==> src/simap_defs.svh <==
/*
 Offsets, fields, resets and timing of the function mapper.
 Assumes a 250 MHz pclk.
*/
// What this block does
// [RQ1] Every function sits in one of three classes
// [RQ2] Single-input functions refused on several inputs
// [RQ3] Inhibit holds the power stage off
// [RQ4] External reset clears faults and reinitialises
// [RQ5] Limits block only their own direction
// [RQ6] Fault input disables the drive
// [RQ7] Emergency stop forces speed command zero
// [RQ8] Stop/go decelerates to configured speed
// [RQ9] Aux encoder fault input flags encoder fault
// [RQ10] Operation control input selects control mode
// [RQ11] Four inputs form a 4-bit profile index
// [RQ12] Start trigger runs the selected profile
// [RQ13] Set home zeroes the encoder count
// [RQ14] Pulse/direction used paired, pulse position mode only
// [RQ15] Up/down pair counts position, position mode only
// [RQ16] Encoder output divides by 1, 2, 4, 8
// [RQ17] Resolver or sin/cos synthesises encoder outputs
// [RQ18] Two analog commands captured as 16 bits
// [RQ19] Two 12-bit monitors refreshed each servo tick
// [RQ20] Monitor invalid until power-on reset done
// [RQ21] Monitor disabled during parameter save/recall
// [RQ22] Unmapped functions stay inactive
// [RQ23] Over-temperature input, polarity set, latches fault
`ifndef SIMAP_DEFS_SVH
`define SIMAP_DEFS_SVH

// --------------------
// Register offsets
// --------------------
`define SIMAP_OFS_CTRL 12'h000
`define SIMAP_OFS_STATUS 12'h004
`define SIMAP_OFS_IN_POL 12'h008
`define SIMAP_OFS_SPEED 12'h00c
`define SIMAP_OFS_MON_SEL 12'h010
`define SIMAP_OFS_CMD_POS 12'h014
`define SIMAP_OFS_ENC_POS 12'h018
`define SIMAP_OFS_ADC 12'h01c
`define SIMAP_OFS_MAP_BASE 12'h040

// --------------------
// Field positions
// --------------------
`define SIMAP_CTRL_BASE_MODE 1:0
`define SIMAP_CTRL_ALT_MODE 3:2
`define SIMAP_CTRL_FB_SYNTH 4
`define SIMAP_CTRL_OVT_POL 5
`define SIMAP_CTRL_DIV_SEL 7:6
`define SIMAP_CTRL_UPDN 8
`define SIMAP_ST_FAULT 0
`define SIMAP_ST_OVT 1
`define SIMAP_ST_ENC 2
`define SIMAP_ST_MAP_ERR 3

// --------------------
// Reset values
// --------------------
`define SIMAP_CTRL_RST 32'h0000_0001
`define SIMAP_SPEED_RST 32'h0000_0000
`define SIMAP_MON_MID 12'h800
`define SIMAP_SPECIFIC_MASK 13'h1800

// --------------------
// Timing
// --------------------
`define SIMAP_CLK_NS 4
`define SIMAP_RST_HOLD_NS 1000
`define SIMAP_RST_HOLD_CYC ((`SIMAP_RST_HOLD_NS + `SIMAP_CLK_NS - 1) / `SIMAP_CLK_NS)

`endif

==> src/simap_pkg.sv <==
/*
 Types of the function mapper. Numbers sit in simap_defs.svh.
*/
package simap_pkg;

   typedef enum logic [1:0] {
      SIMAP_MODE_CURRENT = 2'h0,
      SIMAP_MODE_VELOCITY = 2'h1,
      SIMAP_MODE_POSITION = 2'h2
   } simap_mode_t;

   typedef enum logic [4:0] {
      SIMAP_F_INHIBIT = 5'h00, SIMAP_F_RESET = 5'h01, SIMAP_F_POS_LIM = 5'h02,
      SIMAP_F_NEG_LIM = 5'h03, SIMAP_F_FAULT = 5'h04, SIMAP_F_STOP_GO = 5'h05,
      SIMAP_F_ESTOP = 5'h06, SIMAP_F_AUX_ENC = 5'h07, SIMAP_F_OP_MODE = 5'h08,
      SIMAP_F_PROF_START = 5'h09, SIMAP_F_STEP_STOP = 5'h0a, SIMAP_F_SET_HOME = 5'h0b,
      SIMAP_F_PROF_B0 = 5'h0c, SIMAP_F_PROF_B3 = 5'h0f, SIMAP_F_PULSE = 5'h10,
      SIMAP_F_DIR = 5'h11, SIMAP_F_UP = 5'h12, SIMAP_F_DOWN = 5'h13
   } simap_func_t;

   typedef enum logic [1:0] {
      SIMAP_CLS_MULTI = 2'h0,
      SIMAP_CLS_SINGLE = 2'h1,
      SIMAP_CLS_SPECIFIC = 2'h2
   } simap_cls_t;

   // Gray steps idle -> hold -> init; init -> idle flips both bits
   typedef enum logic [1:0] {
      SIMAP_RS_IDLE = 2'b00,
      SIMAP_RS_HOLD = 2'b01,
      SIMAP_RS_INIT = 2'b11
   } simap_rst_st_t;

   typedef struct packed {
      logic pwr_en;
      logic pos_block;
      logic neg_block;
      logic hw_fault;
      logic enc_fault;
      logic ovt_fault;
      logic stopping;
      logic dsp_reset;
      logic drive_init;
      logic step_stop;
   } simap_drv_t;

   typedef struct packed {
      logic start;
      logic [3:0] index;
   } simap_prof_t;

   typedef struct packed {
      logic valid;
      logic [11:0] code0;
      logic [11:0] code1;
   } simap_mon_t;

endpackage

==> src/simap_enc_div.sv <==
/*
 Encoder output divider, one quadrature edge per 1, 2, 4 or 8 counts.
 Assumes one-cycle step pulses.
*/
`timescale 1ns/1ps
`include "simap_defs.svh"
module simap_enc_div (
   input wire logic pclk,
   input wire logic presetn,
   input wire logic step,
   input wire logic dir_up,
   input wire logic [1:0] div_sel,
   output logic qa_r,
   output logic qb_r
);
   logic [2:0] sub_r;
   logic [1:0] phase_r;
   logic [2:0] top;

   assign top = 3'((4'h1 << div_sel) - 4'h1);

   // --------------------
   // Sub-count and phase
   // --------------------
   always_ff @(posedge pclk or negedge presetn) begin
      if (!presetn) begin
         sub_r <= 3'h0;
         phase_r <= 2'h0;
      end else if (step) begin // see [RQ16]
         if (dir_up) begin
            if (sub_r >= top) begin
               sub_r <= 3'h0;
               phase_r <= phase_r + 2'h1;
            end else begin
               sub_r <= sub_r + 3'h1;
            end
         end else begin
            if (sub_r == 3'h0) begin
               sub_r <= top;
               phase_r <= phase_r - 2'h1;
            end else begin
               sub_r <= sub_r - 3'h1;
            end
         end
      end
   end

   always_ff @(posedge pclk or negedge presetn) begin
      if (!presetn) begin
         qa_r <= 1'b0;
         qb_r <= 1'b0;
      end else begin
         qa_r <= phase_r[1];
         qb_r <= phase_r[1] ^ phase_r[0];
      end
   end
endmodule // simap_enc_div

==> src/simap_top.sv <==
/*
 Servo input function mapper with APB registers.
 Assumes inputs synchronous to pclk,
 one-cycle strobes and an APB master.
*/
`timescale 1ns/1ps
`include "simap_defs.svh"
module simap_top #(
   parameter int NUM_IN = 13,
   parameter int NUM_FN = 20,
   parameter logic [12:0] SPECIFIC_MASK = `SIMAP_SPECIFIC_MASK,
   parameter int RST_HOLD_CYC = `SIMAP_RST_HOLD_CYC
) (
   input wire logic pclk,
   input wire logic presetn,
   input wire logic psel,
   input wire logic penable,
   input wire logic pwrite,
   input wire logic [11:0] paddr,
   input wire logic [31:0] pwdata,
   output logic [31:0] prdata_r,
   output logic pready_r,
   output logic pslverr_r,
   input wire logic [NUM_IN-1:0] din,
   input wire logic ovt_pin,
   input wire logic enc_a,
   input wire logic enc_b,
   input wire logic synth_step,
   input wire logic synth_dir_up,
   input wire logic [15:0] adc0_data,
   input wire logic [15:0] adc1_data,
   input wire logic adc_strobe,
   input wire logic servo_tick,
   input wire logic por_done,
   input wire logic nvm_busy,
   output simap_pkg::simap_drv_t drv_r,
   output simap_pkg::simap_prof_t prof_r,
   output simap_pkg::simap_mode_t mode_r,
   output logic signed [15:0] speed_cmd_r,
   output simap_pkg::simap_mon_t mon_r,
   output logic enc_out_a_r,
   output logic enc_out_b_r
);
   logic [31:0] ctrl_r;
   logic [NUM_IN-1:0] in_pol_r;
   logic [31:0] speed_r;
   logic [6:0] mon_sel_r;
   logic [NUM_IN-1:0] map_r [NUM_FN];
   logic [NUM_IN-1:0] din_r;
   logic [NUM_FN-1:0] fn_act;
   logic [NUM_FN-1:0] fn_prev_r;
   logic [NUM_FN-1:0] fn_rise;
   logic fault_r, ovt_r, enc_flt_r, map_err_r;
   logic signed [31:0] cmd_pos_r, enc_pos_r;
   logic [15:0] adc0_r, adc1_r;
   logic [1:0] quad_prev_r;
   logic quad_step, quad_up, fb_step, fb_up;
   logic pulse_ok, updn_ok, pos_mode;
   logic ext_reset;
   simap_pkg::simap_rst_st_t rst_st_r;
   logic [15:0] rst_cnt_r;
   logic setup, access_wr, map_hit, map_ok;
   logic [4:0] map_idx;
   logic [31:0] rd_val;
   logic rd_err;
   logic signed [15:0] speed_pick;
   logic [15:0] status_clr;

   // --------------------
   // Helpers
   // --------------------
   function automatic simap_pkg::simap_cls_t func_class(input logic [4:0] f);
      if (f <= 5'(simap_pkg::SIMAP_F_OP_MODE)) // see [RQ1]
         return simap_pkg::SIMAP_CLS_MULTI;
      else if (f <= 5'(simap_pkg::SIMAP_F_PROF_B3))
         return simap_pkg::SIMAP_CLS_SINGLE;
      else
         return simap_pkg::SIMAP_CLS_SPECIFIC;
   endfunction

   // Mask obeys the class of f
   function automatic logic map_legal(input logic [4:0] f, input logic [NUM_IN-1:0] m);
      logic [NUM_IN-1:0] low;
      low = m & (m - NUM_IN'(1));
      case (func_class(f))
         simap_pkg::SIMAP_CLS_SINGLE: map_legal = (low == '0); // see [RQ2]
         simap_pkg::SIMAP_CLS_SPECIFIC: map_legal = ((m & ~SPECIFIC_MASK) == '0); // see [RQ1]
         default: map_legal = 1'b1;
      endcase
   endfunction

   function automatic logic [11:0] mon_pick(input logic [2:0] s, input logic [15:0] spd,
                                             input logic [31:0] cp, input logic [31:0] ep,
                                             input logic [15:0] a0, input logic [15:0] a1);
      case (s)
         3'h0: mon_pick = spd[15:4];
         3'h1: mon_pick = cp[15:4];
         3'h2: mon_pick = ep[15:4];
         3'h3: mon_pick = a0[15:4];
         3'h4: mon_pick = a1[15:4];
         default: mon_pick = `SIMAP_MON_MID;
      endcase
   endfunction

   // --------------------
   // APB decode
   // --------------------
   assign setup = psel && !penable;
   assign access_wr = psel && penable && pready_r && pwrite;
   assign map_idx = 5'(paddr[11:2] - 10'(`SIMAP_OFS_MAP_BASE >> 2));
   assign map_hit = (paddr >= `SIMAP_OFS_MAP_BASE)
                    && (paddr < 12'(`SIMAP_OFS_MAP_BASE + 4 * NUM_FN))
                    && (paddr[1:0] == 2'h0);
   assign map_ok = map_legal(map_idx, pwdata[NUM_IN-1:0]);

   always_comb begin
      rd_val = 32'h0;
      rd_err = 1'b0;
      if (map_hit) begin
         rd_val = 32'(map_r[map_idx]);
         rd_err = pwrite && !map_ok;
      end else begin
         case (paddr)
            `SIMAP_OFS_CTRL: rd_val = ctrl_r;
            `SIMAP_OFS_STATUS: rd_val = {28'h0, map_err_r, enc_flt_r, ovt_r, fault_r};
            `SIMAP_OFS_IN_POL: rd_val = 32'(in_pol_r);
            `SIMAP_OFS_SPEED: rd_val = speed_r;
            `SIMAP_OFS_MON_SEL: rd_val = {25'h0, mon_sel_r};
            `SIMAP_OFS_CMD_POS: rd_val = cmd_pos_r;
            `SIMAP_OFS_ENC_POS: rd_val = enc_pos_r;
            `SIMAP_OFS_ADC: rd_val = {adc1_r, adc0_r};
            default: rd_err = 1'b1;
         endcase
      end
   end

   // Answer is prepared in setup so every APB output stays a flop
   always_ff @(posedge pclk or negedge presetn) begin
      if (!presetn) begin
         prdata_r <= 32'h0;
         pready_r <= 1'b0;
         pslverr_r <= 1'b0;
      end else begin
         pready_r <= setup;
         if (setup) begin
            prdata_r <= pwrite ? 32'h0 : rd_val;
            pslverr_r <= rd_err;
         end else begin
            pslverr_r <= 1'b0;
         end
      end
   end

   always_ff @(posedge pclk or negedge presetn) begin
      if (!presetn) begin
         ctrl_r <= `SIMAP_CTRL_RST;
         in_pol_r <= '0;
         speed_r <= `SIMAP_SPEED_RST;
         mon_sel_r <= 7'h0;
      end else if (access_wr && !pslverr_r) begin
         case (paddr)
            `SIMAP_OFS_CTRL: ctrl_r <= {23'h0, pwdata[8:0]};
            `SIMAP_OFS_IN_POL: in_pol_r <= pwdata[NUM_IN-1:0];
            `SIMAP_OFS_SPEED: speed_r <= pwdata;
            `SIMAP_OFS_MON_SEL: mon_sel_r <= pwdata[6:0];
            default: ;
         endcase
      end
   end

   // A refused mapping leaves the old mask in place
   always_ff @(posedge pclk or negedge presetn) begin
      if (!presetn) begin
         for (int i = 0; i < NUM_FN; i++) begin
            map_r[i] <= '0; // see [RQ22]
         end
      end else if (access_wr && map_hit && map_ok) begin // see [RQ2]
         map_r[map_idx] <= pwdata[NUM_IN-1:0];
      end
   end

   // --------------------
   // Function levels
   // --------------------
   always_comb begin
      for (int f = 0; f < NUM_FN; f++) begin
         fn_act[f] = |((din_r ^ in_pol_r) & map_r[f]); // see [RQ22]
      end
   end
   assign fn_rise = fn_act & ~fn_prev_r;
   assign ext_reset = fn_rise[simap_pkg::SIMAP_F_RESET];

   always_ff @(posedge pclk or negedge presetn) begin
      if (!presetn) begin
         din_r <= '0;
         fn_prev_r <= '0;
      end else begin
         din_r <= din;
         fn_prev_r <= fn_act;
      end
   end

   // --------------------
   // Latched faults
   // --------------------
   // W1C clear; a fresh event wins
   assign status_clr = (access_wr && !pslverr_r && paddr == `SIMAP_OFS_STATUS) ?
                       pwdata[15:0] : 16'h0;

   always_ff @(posedge pclk or negedge presetn) begin
      if (!presetn) begin
         fault_r <= 1'b0;
         ovt_r <= 1'b0;
         enc_flt_r <= 1'b0;
         map_err_r <= 1'b0;
      end else begin
         if (fn_act[simap_pkg::SIMAP_F_FAULT]) // see [RQ6]
            fault_r <= 1'b1;
         else if (ext_reset || status_clr[`SIMAP_ST_FAULT]) // see [RQ4]
            fault_r <= 1'b0;
         if (ovt_pin == ctrl_r[`SIMAP_CTRL_OVT_POL]) // see [RQ23]
            ovt_r <= 1'b1;
         else if (ext_reset || status_clr[`SIMAP_ST_OVT])
            ovt_r <= 1'b0;
         if (fn_act[simap_pkg::SIMAP_F_AUX_ENC]) // see [RQ9]
            enc_flt_r <= 1'b1;
         else if (ext_reset || status_clr[`SIMAP_ST_ENC])
            enc_flt_r <= 1'b0;
         if (access_wr && map_hit && !map_ok)
            map_err_r <= 1'b1;
         else if (status_clr[`SIMAP_ST_MAP_ERR])
            map_err_r <= 1'b0;
      end
   end

   // --------------------
   // Reset and reinitialise sequence
   // --------------------
   always_ff @(posedge pclk or negedge presetn) begin
      if (!presetn) begin
         rst_st_r <= simap_pkg::SIMAP_RS_IDLE;
         rst_cnt_r <= 16'h0;
      end else begin
         case (rst_st_r)
            simap_pkg::SIMAP_RS_IDLE: begin
               if (ext_reset) begin // see [RQ4]
                  rst_st_r <= simap_pkg::SIMAP_RS_HOLD;
                  rst_cnt_r <= 16'(RST_HOLD_CYC - 1);
               end
            end
            simap_pkg::SIMAP_RS_HOLD: begin
               if (rst_cnt_r == 16'h0)
                  rst_st_r <= simap_pkg::SIMAP_RS_INIT;
               else
                  rst_cnt_r <= rst_cnt_r - 16'h1;
            end
            simap_pkg::SIMAP_RS_INIT: rst_st_r <= simap_pkg::SIMAP_RS_IDLE;
            default: rst_st_r <= simap_pkg::SIMAP_RS_IDLE;
         endcase
      end
   end

   // --------------------
   // Drive effects
   // --------------------
   always_ff @(posedge pclk or negedge presetn) begin
      if (!presetn) begin
         drv_r <= '0;
         mode_r <= simap_pkg::SIMAP_MODE_CURRENT;
      end else begin
         drv_r.pwr_en <= !fn_act[simap_pkg::SIMAP_F_INHIBIT] && !fault_r && !ovt_r
                         && !fn_act[simap_pkg::SIMAP_F_FAULT]
                         && rst_st_r == simap_pkg::SIMAP_RS_IDLE; // see [RQ3] [RQ6] [RQ23]
         drv_r.pos_block <= fn_act[simap_pkg::SIMAP_F_POS_LIM]; // see [RQ5]
         drv_r.neg_block <= fn_act[simap_pkg::SIMAP_F_NEG_LIM]; // see [RQ5]
         drv_r.hw_fault <= fault_r;
         drv_r.enc_fault <= enc_flt_r;
         drv_r.ovt_fault <= ovt_r;
         drv_r.stopping <= fn_act[simap_pkg::SIMAP_F_STOP_GO]; // see [RQ8]
         drv_r.dsp_reset <= rst_st_r == simap_pkg::SIMAP_RS_HOLD; // see [RQ4]
         drv_r.drive_init <= rst_st_r == simap_pkg::SIMAP_RS_INIT; // see [RQ4]
         drv_r.step_stop <= fn_rise[simap_pkg::SIMAP_F_STEP_STOP];
         if (fn_act[simap_pkg::SIMAP_F_OP_MODE]) // see [RQ10]
            mode_r <= simap_pkg::simap_mode_t'(ctrl_r[`SIMAP_CTRL_ALT_MODE]);
         else
            mode_r <= simap_pkg::simap_mode_t'(ctrl_r[`SIMAP_CTRL_BASE_MODE]);
      end
   end

   // Estop outranks stop/go; limits then cut only the blocked sign
   always_comb begin
      if (fn_act[simap_pkg::SIMAP_F_ESTOP]) // see [RQ7]
         speed_pick = 16'sh0;
      else if (fn_act[simap_pkg::SIMAP_F_STOP_GO]) // see [RQ8]
         speed_pick = signed'(speed_r[31:16]);
      else
         speed_pick = signed'(speed_r[15:0]);
      if (fn_act[simap_pkg::SIMAP_F_POS_LIM] && speed_pick > 16'sh0) // see [RQ5]
         speed_pick = 16'sh0;
      if (fn_act[simap_pkg::SIMAP_F_NEG_LIM] && speed_pick < 16'sh0) // see [RQ5]
         speed_pick = 16'sh0;
   end

   always_ff @(posedge pclk or negedge presetn) begin
      if (!presetn)
         speed_cmd_r <= 16'sh0;
      else
         speed_cmd_r <= speed_pick;
   end

   // --------------------
   // Profile selection
   // --------------------
   always_ff @(posedge pclk or negedge presetn) begin
      if (!presetn) begin
         prof_r <= '0;
      end else begin
         prof_r.start <= fn_rise[simap_pkg::SIMAP_F_PROF_START]; // see [RQ12]
         prof_r.index <= fn_act[simap_pkg::SIMAP_F_PROF_B3:simap_pkg::SIMAP_F_PROF_B0]; // see [RQ11]
      end
   end

   // --------------------
   // Commanded position
   // --------------------
   assign pos_mode = mode_r == simap_pkg::SIMAP_MODE_POSITION;
   assign pulse_ok = pos_mode && !ctrl_r[`SIMAP_CTRL_UPDN]
                     && |map_r[simap_pkg::SIMAP_F_PULSE]
                     && |map_r[simap_pkg::SIMAP_F_DIR]; // see [RQ14]
   assign updn_ok = pos_mode && ctrl_r[`SIMAP_CTRL_UPDN]
                    && |map_r[simap_pkg::SIMAP_F_UP]
                    && |map_r[simap_pkg::SIMAP_F_DOWN]; // see [RQ15]

   always_ff @(posedge pclk or negedge presetn) begin
      if (!presetn) begin
         cmd_pos_r <= 32'sh0;
      end else if (pulse_ok && fn_rise[simap_pkg::SIMAP_F_PULSE]) begin // see [RQ14]
         cmd_pos_r <= fn_act[simap_pkg::SIMAP_F_DIR] ? cmd_pos_r + 32'sh1 : cmd_pos_r - 32'sh1;
      end else if (updn_ok) begin // see [RQ15]
         if (fn_rise[simap_pkg::SIMAP_F_UP] && !fn_rise[simap_pkg::SIMAP_F_DOWN])
            cmd_pos_r <= cmd_pos_r + 32'sh1;
         else if (fn_rise[simap_pkg::SIMAP_F_DOWN] && !fn_rise[simap_pkg::SIMAP_F_UP])
            cmd_pos_r <= cmd_pos_r - 32'sh1;
      end
   end

   // --------------------
   // Encoder count and output
   // --------------------
   assign quad_step = {enc_a, enc_b} != quad_prev_r;
   assign quad_up = quad_prev_r[1] ^ enc_b;
   assign fb_step = ctrl_r[`SIMAP_CTRL_FB_SYNTH] ? synth_step : quad_step; // see [RQ17]
   assign fb_up = ctrl_r[`SIMAP_CTRL_FB_SYNTH] ? synth_dir_up : quad_up; // see [RQ17]

   always_ff @(posedge pclk or negedge presetn) begin
      if (!presetn) begin
         quad_prev_r <= 2'h0;
         enc_pos_r <= 32'sh0;
      end else begin
         quad_prev_r <= {enc_a, enc_b};
         if (fn_act[simap_pkg::SIMAP_F_SET_HOME]) // see [RQ13]
            enc_pos_r <= 32'sh0;
         else if (fb_step)
            enc_pos_r <= fb_up ? enc_pos_r + 32'sh1 : enc_pos_r - 32'sh1;
      end
   end

   simap_enc_div u_div (
      .pclk(pclk),
      .presetn(presetn),
      .step(fb_step),
      .dir_up(fb_up),
      .div_sel(ctrl_r[`SIMAP_CTRL_DIV_SEL]),
      .qa_r(enc_out_a_r),
      .qb_r(enc_out_b_r)
   ); // see [RQ16] [RQ17]

   // --------------------
   // Analog capture and monitors
   // --------------------
   always_ff @(posedge pclk or negedge presetn) begin
      if (!presetn) begin
         adc0_r <= 16'h0;
         adc1_r <= 16'h0;
      end else if (adc_strobe) begin // see [RQ18]
         adc0_r <= adc0_data;
         adc1_r <= adc1_data;
      end
   end

   // Codes park at midscale (0 V) while invalid
   always_ff @(posedge pclk or negedge presetn) begin
      if (!presetn) begin
         mon_r <= {1'b0, `SIMAP_MON_MID, `SIMAP_MON_MID};
      end else if (!por_done || nvm_busy) begin // see [RQ20] [RQ21]
         mon_r <= {1'b0, `SIMAP_MON_MID, `SIMAP_MON_MID};
      end else if (servo_tick) begin // see [RQ19]
         mon_r.valid <= 1'b1;
         mon_r.code0 <= mon_pick(mon_sel_r[2:0], speed_cmd_r, cmd_pos_r, enc_pos_r,
                                 adc0_r, adc1_r);
         mon_r.code1 <= mon_pick(mon_sel_r[6:4], speed_cmd_r, cmd_pos_r, enc_pos_r,
                                 adc0_r, adc1_r);
      end
   end
endmodule // simap_top

==> config.mk <==
export PLATFORM = sky130hd
export DESIGN_NAME = simap_top
export DESIGN_NICKNAME = d
export VERILOG_FILES = /design/src/simap_pkg.sv /design/src/simap_enc_div.sv /design/src/simap_top.sv
export VERILOG_INCLUDE_DIRS = /design/src /design/src/src
export SDC_FILE = /design/constraint.sdc
export NUM_CORES = 1
export LEC_CHECK = 0
export ABC_AREA = 1
export BUFFER_PORTS_ARGS = -buffer_cell sky130_fd_sc_hd__buf_2
export CORE_UTILIZATION = 40
export DETAILED_ROUTE_END_ITERATION = 12
export GPL_ROUTABILITY_DRIVEN = 0
export MAX_ROUTING_LAYER = met4
export PLACE_DENSITY = 0.52
export RECOVER_POWER = 100
export SYNTH_ARGS = -nofsm -noshare
export SYNTH_HDL_FRONTEND = slang
export SYNTH_SLANG_ARGS = --single-unit
==> constraint.sdc <==
create_clock -name pclk -period 10.8 [get_ports pclk]
set_input_delay 1.62 -clock pclk [delete_from_list [all_inputs] [get_ports pclk]]
set_output_delay 1.62 -clock pclk [all_outputs]
set_load 0.02 [all_outputs]
Yosys cells after proc, flatten, opt, wreduce, memory -nomap -nowiden. Cells that the tools add are included.

Bits in registers: 573. Bits of input ports: 103. Output and inout port bits: 94. Logic and storage cells: 286.

$add $sub $neg: 12. Magnitude comparators: 9. Equal/unequal tests: 26. Shifts and indexed selects: 1. Multiplexer cells: 55. Bitwise gates (word level): 27. Reduce and logical (&&, ||, !) cells: 95.

Operators with widths (count): two-way mux 32 bit (10); OR reduction 13 bit (24); bitwise AND 13 bit (21); bitwise mux 260 bit (1); one-hot mux 32 bit (8 select lines) (1); one-hot mux 12 bit (5 select lines) (2); two-way mux 16 bit (6); binary-select mux 13 bit (select 5 bit) (1); demux 13 bit (select 5 bit) (1); adder 32 x 2 -> 32 bit, second input constant (2); subtractor 32 x 2 -> 32 bit, second input constant (2); two-way mux 25 bit (2); == test 12 x 5 -> 1 bit, second input constant (4); two-way mux 13 bit (3); one-hot mux 16 bit (2 select lines) (1); logical AND 1 bit (28); zero test 13 bit (2); == test 12 x 4 -> 1 bit, second input constant (2); bitwise AND 20 bit (1); inverter 20 bit (1); nonzero test 2 bit (9); greater-than comparator 16 x 1 -> 1 bit, second input constant (1); zero test 16 bit (1); < comparator 16 x 1 -> 1 bit, second input constant (1); 42 further kinds (98).

Logic depth before layout (Yosys ltp).
Depth in word-level cells: 11. Mapped depth: 18. Mapped depth without buffers: 17.

Modules after synthesis. Synthesis repeated with hierarchy kept, for this count alone.

Cell total of the unflattened synthesis: 4097. Area total of the unflattened synthesis: 31396.4 µm².

By module, submodules not included: simap_top (times used 1, cells an instance 4018, area each 30864.6 µm², sequential area each 13817.0 µm²); simap_enc_div (times used 1, cells an instance 79, area each 531.8 µm², sequential area each 175.2 µm²).

Worst setup path before layout. OpenSTA, ideal clock, no wires.

Path kind: input port to flip-flop. Start: input synth_dir_up. End: register enc_pos_r[29]. Library setup time: 0.117 ns. Arrival time: 4.611 ns. Data required time: 10.683 ns. Setup slack: 6.072 ns. Stages: 13. Buffers on the path: 0. Cell sequence: o21ai_1 -> ha_1 -> a21oi_1 -> nand2_1 -> a21oi_1 -> inv_1 -> nand2_1 -> nand2_1 -> a21o_1 -> nand4_1 -> nand3_1 -> nand3_1 -> nand2_1.

Longest elaborated chain between the ends: 4.

Ends and longest elaborated chain: start: declaration (line simap_top.sv:29) `input wire logic synth_dir_up,`; two-way mux 1 bit (line simap_top.sv:353) `` assign fb_up = ctrl_r[`SIMAP_CTRL_FB_SYNTH] ? synth_dir_up : quad_up; ``; two-way mux 32 bit (line simap_top.sv:364) `enc_pos_r <= fb_up ? enc_pos_r + 32'sh1 : enc_pos_r - 32'sh1;`; two-way mux 32 bit (line simap_top.sv:363) `else if (fb_step)`; two-way mux 32 bit (line simap_top.sv:361) `if (fn_act[simap_pkg::SIMAP_F_SET_HOME])`; end signal: assignment (line simap_top.sv:364); end: declaration (line simap_top.sv:54) `logic signed [31:0] cmd_pos_r, enc_pos_r;`.

Every way passes these cells. The select of a mux whose other input is x is not followed. A chain may end at the register's enable or synchronous reset.

Worst setup path in the final report.
Start: input paddr[4]. End: register map_r[11] in the netlist's numbering.

Longest elaborated chain between the ends: 7. Elaborated cells on any way between the ends: 21. Classes of those cells: add/sub: 1; order compare: 6; eq/ne: 2; mux: 6; bitwise: 1; reduce/logical: 5.

Ends and longest elaborated chain: start: declaration (line simap_top.sv:19) `input wire logic [11:0] paddr,`; subtractor 5 bit (line simap_top.sv:110) `` assign map_idx = 5'(paddr[11:2] - 10'(`SIMAP_OFS_MAP_BASE >> 2)); ``; <= comparator 5 x 4 -> 1 bit / inverter 5 -> 6 bit (equally long branches) (line simap_top.sv:75, simap_top.sv:178); two-way mux 2 bit, or another cell as far along (line simap_top.sv:75) `else if (f <= 5'(simap_pkg::SIMAP_F_PROF_B3))`; two-way mux 2 bit / logical AND 1 bit (equally long branches) (line simap_top.sv:73, simap_top.sv:178); == test 2 bit, or another cell as far along (line simap_top.sv:85) `case (func_class(f))`; one-hot mux 1 bit (2 select lines) / demux 13 bit (select 5 bit) (equally long branches) (line simap_top.sv:85, simap_top.sv:178); logical AND 1 bit / bitwise mux 260 bit (equally long branches) (line simap_top.sv:177, simap_top.sv:178); end signal: indexed assignment (line simap_top.sv:178) `map_r[map_idx] <= pwdata[NUM_IN-1:0];`; end: declaration (line simap_top.sv:48) `logic [NUM_IN-1:0] map_r [NUM_FN];`.

Several ways; a longest one is shown, not always the timed one.

==> results.toml <==
[run_status]
status = "finished with violations"
violations = "capacitance limit, slew limit"

[die]
ios = 197
core_um2 = 77800
dieArea_um2 = 80100
start_util = 0.406
die_w_um = 283
num_rows = 102
die_h_um = 283

[cells_and_area]
areaGrowthSynthToFinish_pct = 10.6
drive_above_1_share = 0.0721
fin_nets = 4362

[pwr]
power_density_nw_per_um2 = 164
leakagePower_nw = 16.8
peakVddDrop_mv = 0.103

[grt]
met1_usage = 0.428
grt_max_degree = 138
grt.met3_usage = 0.0532
grt_usage = 0.316
grt_pass1_wl_um = 186000
top_usage_layer = "met2"
grt_remaining_overflow = 0
use_met2 = 0.466
first_global_vias = 28200
antenna_found_initial = 3

[timing]
rsz0062_at_grt = "no"
setup_viol = 0
hold_viol_final = 0
worst_pin_slew_ns = 5.42
drv_slew = 390
skew_ns = 0.0270
period_needed_ns = 7.67
setup_ws_ns = 3.13
max_freq_mhz = 130
finalCritPeriodShare = 0.710
final.setup.tns_ns = 0
relSlewSlack = -2.61

[place]
pre_cts_ws_ns = 5.60
port_buffers = 196
hpwl_um = 89500

[clock_network]
cts_buffers = 66
root_buffer = "clkbuf_16"
post_cts_buffers = 0
clockBufferDepth = 3
clkLatencyLatePin_ns = 0.63
cts_sinks = 559
post_cts_resized = 0
clk_pin_slew_worst_paths_ns = 0.05
cts_tree = "built"
ctsHoldBuffers = 0
htreeDepth = 3

[drt]
vias = 30100
vias_per_cell = 5.67
drt_iter0_drc = 2982
drt-total-wl_um = 124000
antenna_left = 0
dr.pass1.iters = 6
route.detailed.drc = 0
post_drt_wl_per_cell_um = 23.4

[logic_synthesis]
yosysSeqAreaShare = 0.443
syn_area_per_cell_um2 = 7.63
syn_area_um2 = 31600
synth_cells = 4139
ys_warn_count = 0
synth_top_flop_cell = "dfrtp_1"
async_flop_share = 1.00
yosys_register_bits = 559
synth_nets = 4282
ys_types = 64
synth_edf_count = 0

[critical_path]
cp_data_arrival_time_ns = 8.17
critPathKind = "input pin to register"
required_ns = 11.30
startpoint_type = "input pin"
slowest_delay_ns = 2.73
endpoint_kind = "register"
path_cells = "clkbuf_1, nor2_1, inv_2, nor2_4, nor2_1, nor4_4, inv_2, nor2_1, nand4_2, o21ai_0"
critPathSlowestCell = "nor2_1"
rrSetupSlack_ns = 4.07
crit_top_cell = "nor2_1"
worst-path-max-fanout = 25

[job]
maxCapViolations = 11

[hold_path]
hp-class = "register to register"
-- power by group --
| part | internal (mW) | switching (mW) |
|---|---|---|
| registers | 2.19 | 0.0720 |
| logic | 0.352 | 0.801 |
| clock network | 1.36 | 0.959 |
-- layer usage --
layer  up-vias  share of wire
li1      14000              -
met1     14500           0.43
met4         0          0.048
met5         -              0
met2      1379           0.44
met3       266          0.084
-- layout make-up --
type / count / area (um^2)
antenna: 1 / 2.50
clock buffer: 91 / 1890
clock inverter: 27 / 329
fill: 8107 / 42900
inverter: 435 / 1630
multi-input combinational: 2920 / 14700
sequential: 559 / 14000
tap: 1040 / 1300
timing repair buffer: 237 / 1140
-- cells in the final DEF (no fill, tap or decap), types with 16 or more instances in the layout --
cell	netlist	routed
nand4_1	34	34
a211oi_1	16	16
nand4_4	16	16
nand3b_1	20	20
nor2_1	311	315
o2111ai_1	28	28
nor3_1	52	52
o21ai_0	240	419
o22ai_1	211	211
clkbuf_1	126	123
a21oi_1	117	117
ha_1	39	39
nand2_1	1126	1127
dfrtp_1	556	556
buf_4	17	31
a221oi_1	26	26
buf_2	41	96
nand3_1	265	267
o21ai_1	192	22
inv_1	417	416
nor4_1	22	22
xnor2_1	18	18
o211ai_1	19	19
clkbuf_16	0	69
xor2_1	57	57
-- registers in the layout (all words and copies together), names as in the netlist, 4 cells and up --
register,count
map_r,260
cmd_pos_r,32
enc_pos_r,32
prdata_r,32
speed_r,32
mon_r,25
adc0_r,16
adc1_r,16
rst_cnt_r,16
speed_cmd_r,16
din_r,13
in_pol_r,13
fn_prev_r,10
ctrl_r,9
drv_r,7
mon_sel_r,7
prof_r,4
-- cell families after synthesis --
group / Yosys count / share of synthesized area
simple gates: 1898 / 0.262
compound gates: 905 / 0.167
buf+inv: 660 / 0.0908
flops: 559 / 0.443
xor+xnor: 75 / 0.0208
fa+ha+maj: 40 / 0.0161
mux: 2 / 0.000713
-- final timing paths --
| kind | depth (start not counted) | start | endpoint |
|---|---|---|---|
| min in group asynchronous | 1 | presetn | adc0_r[0]$_DFFE_PN0P_ |
| max in group asynchronous | 3 | presetn | prdata_r[11]$_DFFE_PN0P_ |
| setup reg to reg | 16 | in_pol_r[12]$_DFFE_PN0P_ | cmd_pos_r[1]$_DFFE_PN0P_ |
| setup / recovery | 10 | paddr[4] | map_r[11]$_DFFE_PN0P_ |
| hold / removal | 1 | fn_prev_r[10]$_DFF_PN0_ | drv_r[0]$_DFF_PN0_ |
| hold reg to reg | 1 | fn_prev_r[10]$_DFF_PN0_ | drv_r[0]$_DFF_PN0_ |
-- cells in the mapped netlist (all sizes together) (23+ instances only) --
library cell	number	area, um^2
a21oi	117	586
a221oi	26	228
buf	98	758
clkbuf	127	478
dfrtp	556	13900
ha	39	488
inv	431	1620
nand2	1142	4330
nand3	268	1360
nand4	54	603
nor2	327	1320
nor3	54	280
nor4	23	159
o2111ai	28	245
o21ai	443	2260
o22ai	211	1320
xor2	57	499
-- through the flow --
| step | hold WS (ns) | total power [mW] | area (um^2) | std cells | util |
|---|---|---|---|---|---|
| 2_1_floorplan | 0.374 | 3.03 | 31600 | 4139 | - |
| 3_3_place_gp | 0.408 | 3.44 | 33000 | 5191 | 0.424 |
| 3_5_place_dp | 0.408 | 3.44 | 33000 | 5191 | 0.424 |
| 4_1_cts | 0.416 | 5.77 | 35200 | 5309 | 0.452 |
| 5_1_grt | 0.430 | 5.99 | 34900 | 5310 | 0.449 |
| 6_report | 0.413 | 5.73 | 34900 | 5310 | 0.449 |
-- worst max-delay path: cells and delay by family --
kind,cells,cell delay [ns]
compound gates,1,0.40
buf+inv,3,0.76
simple gates,6,5.32
No activity file was read; power rests on OpenSTA's default activity.
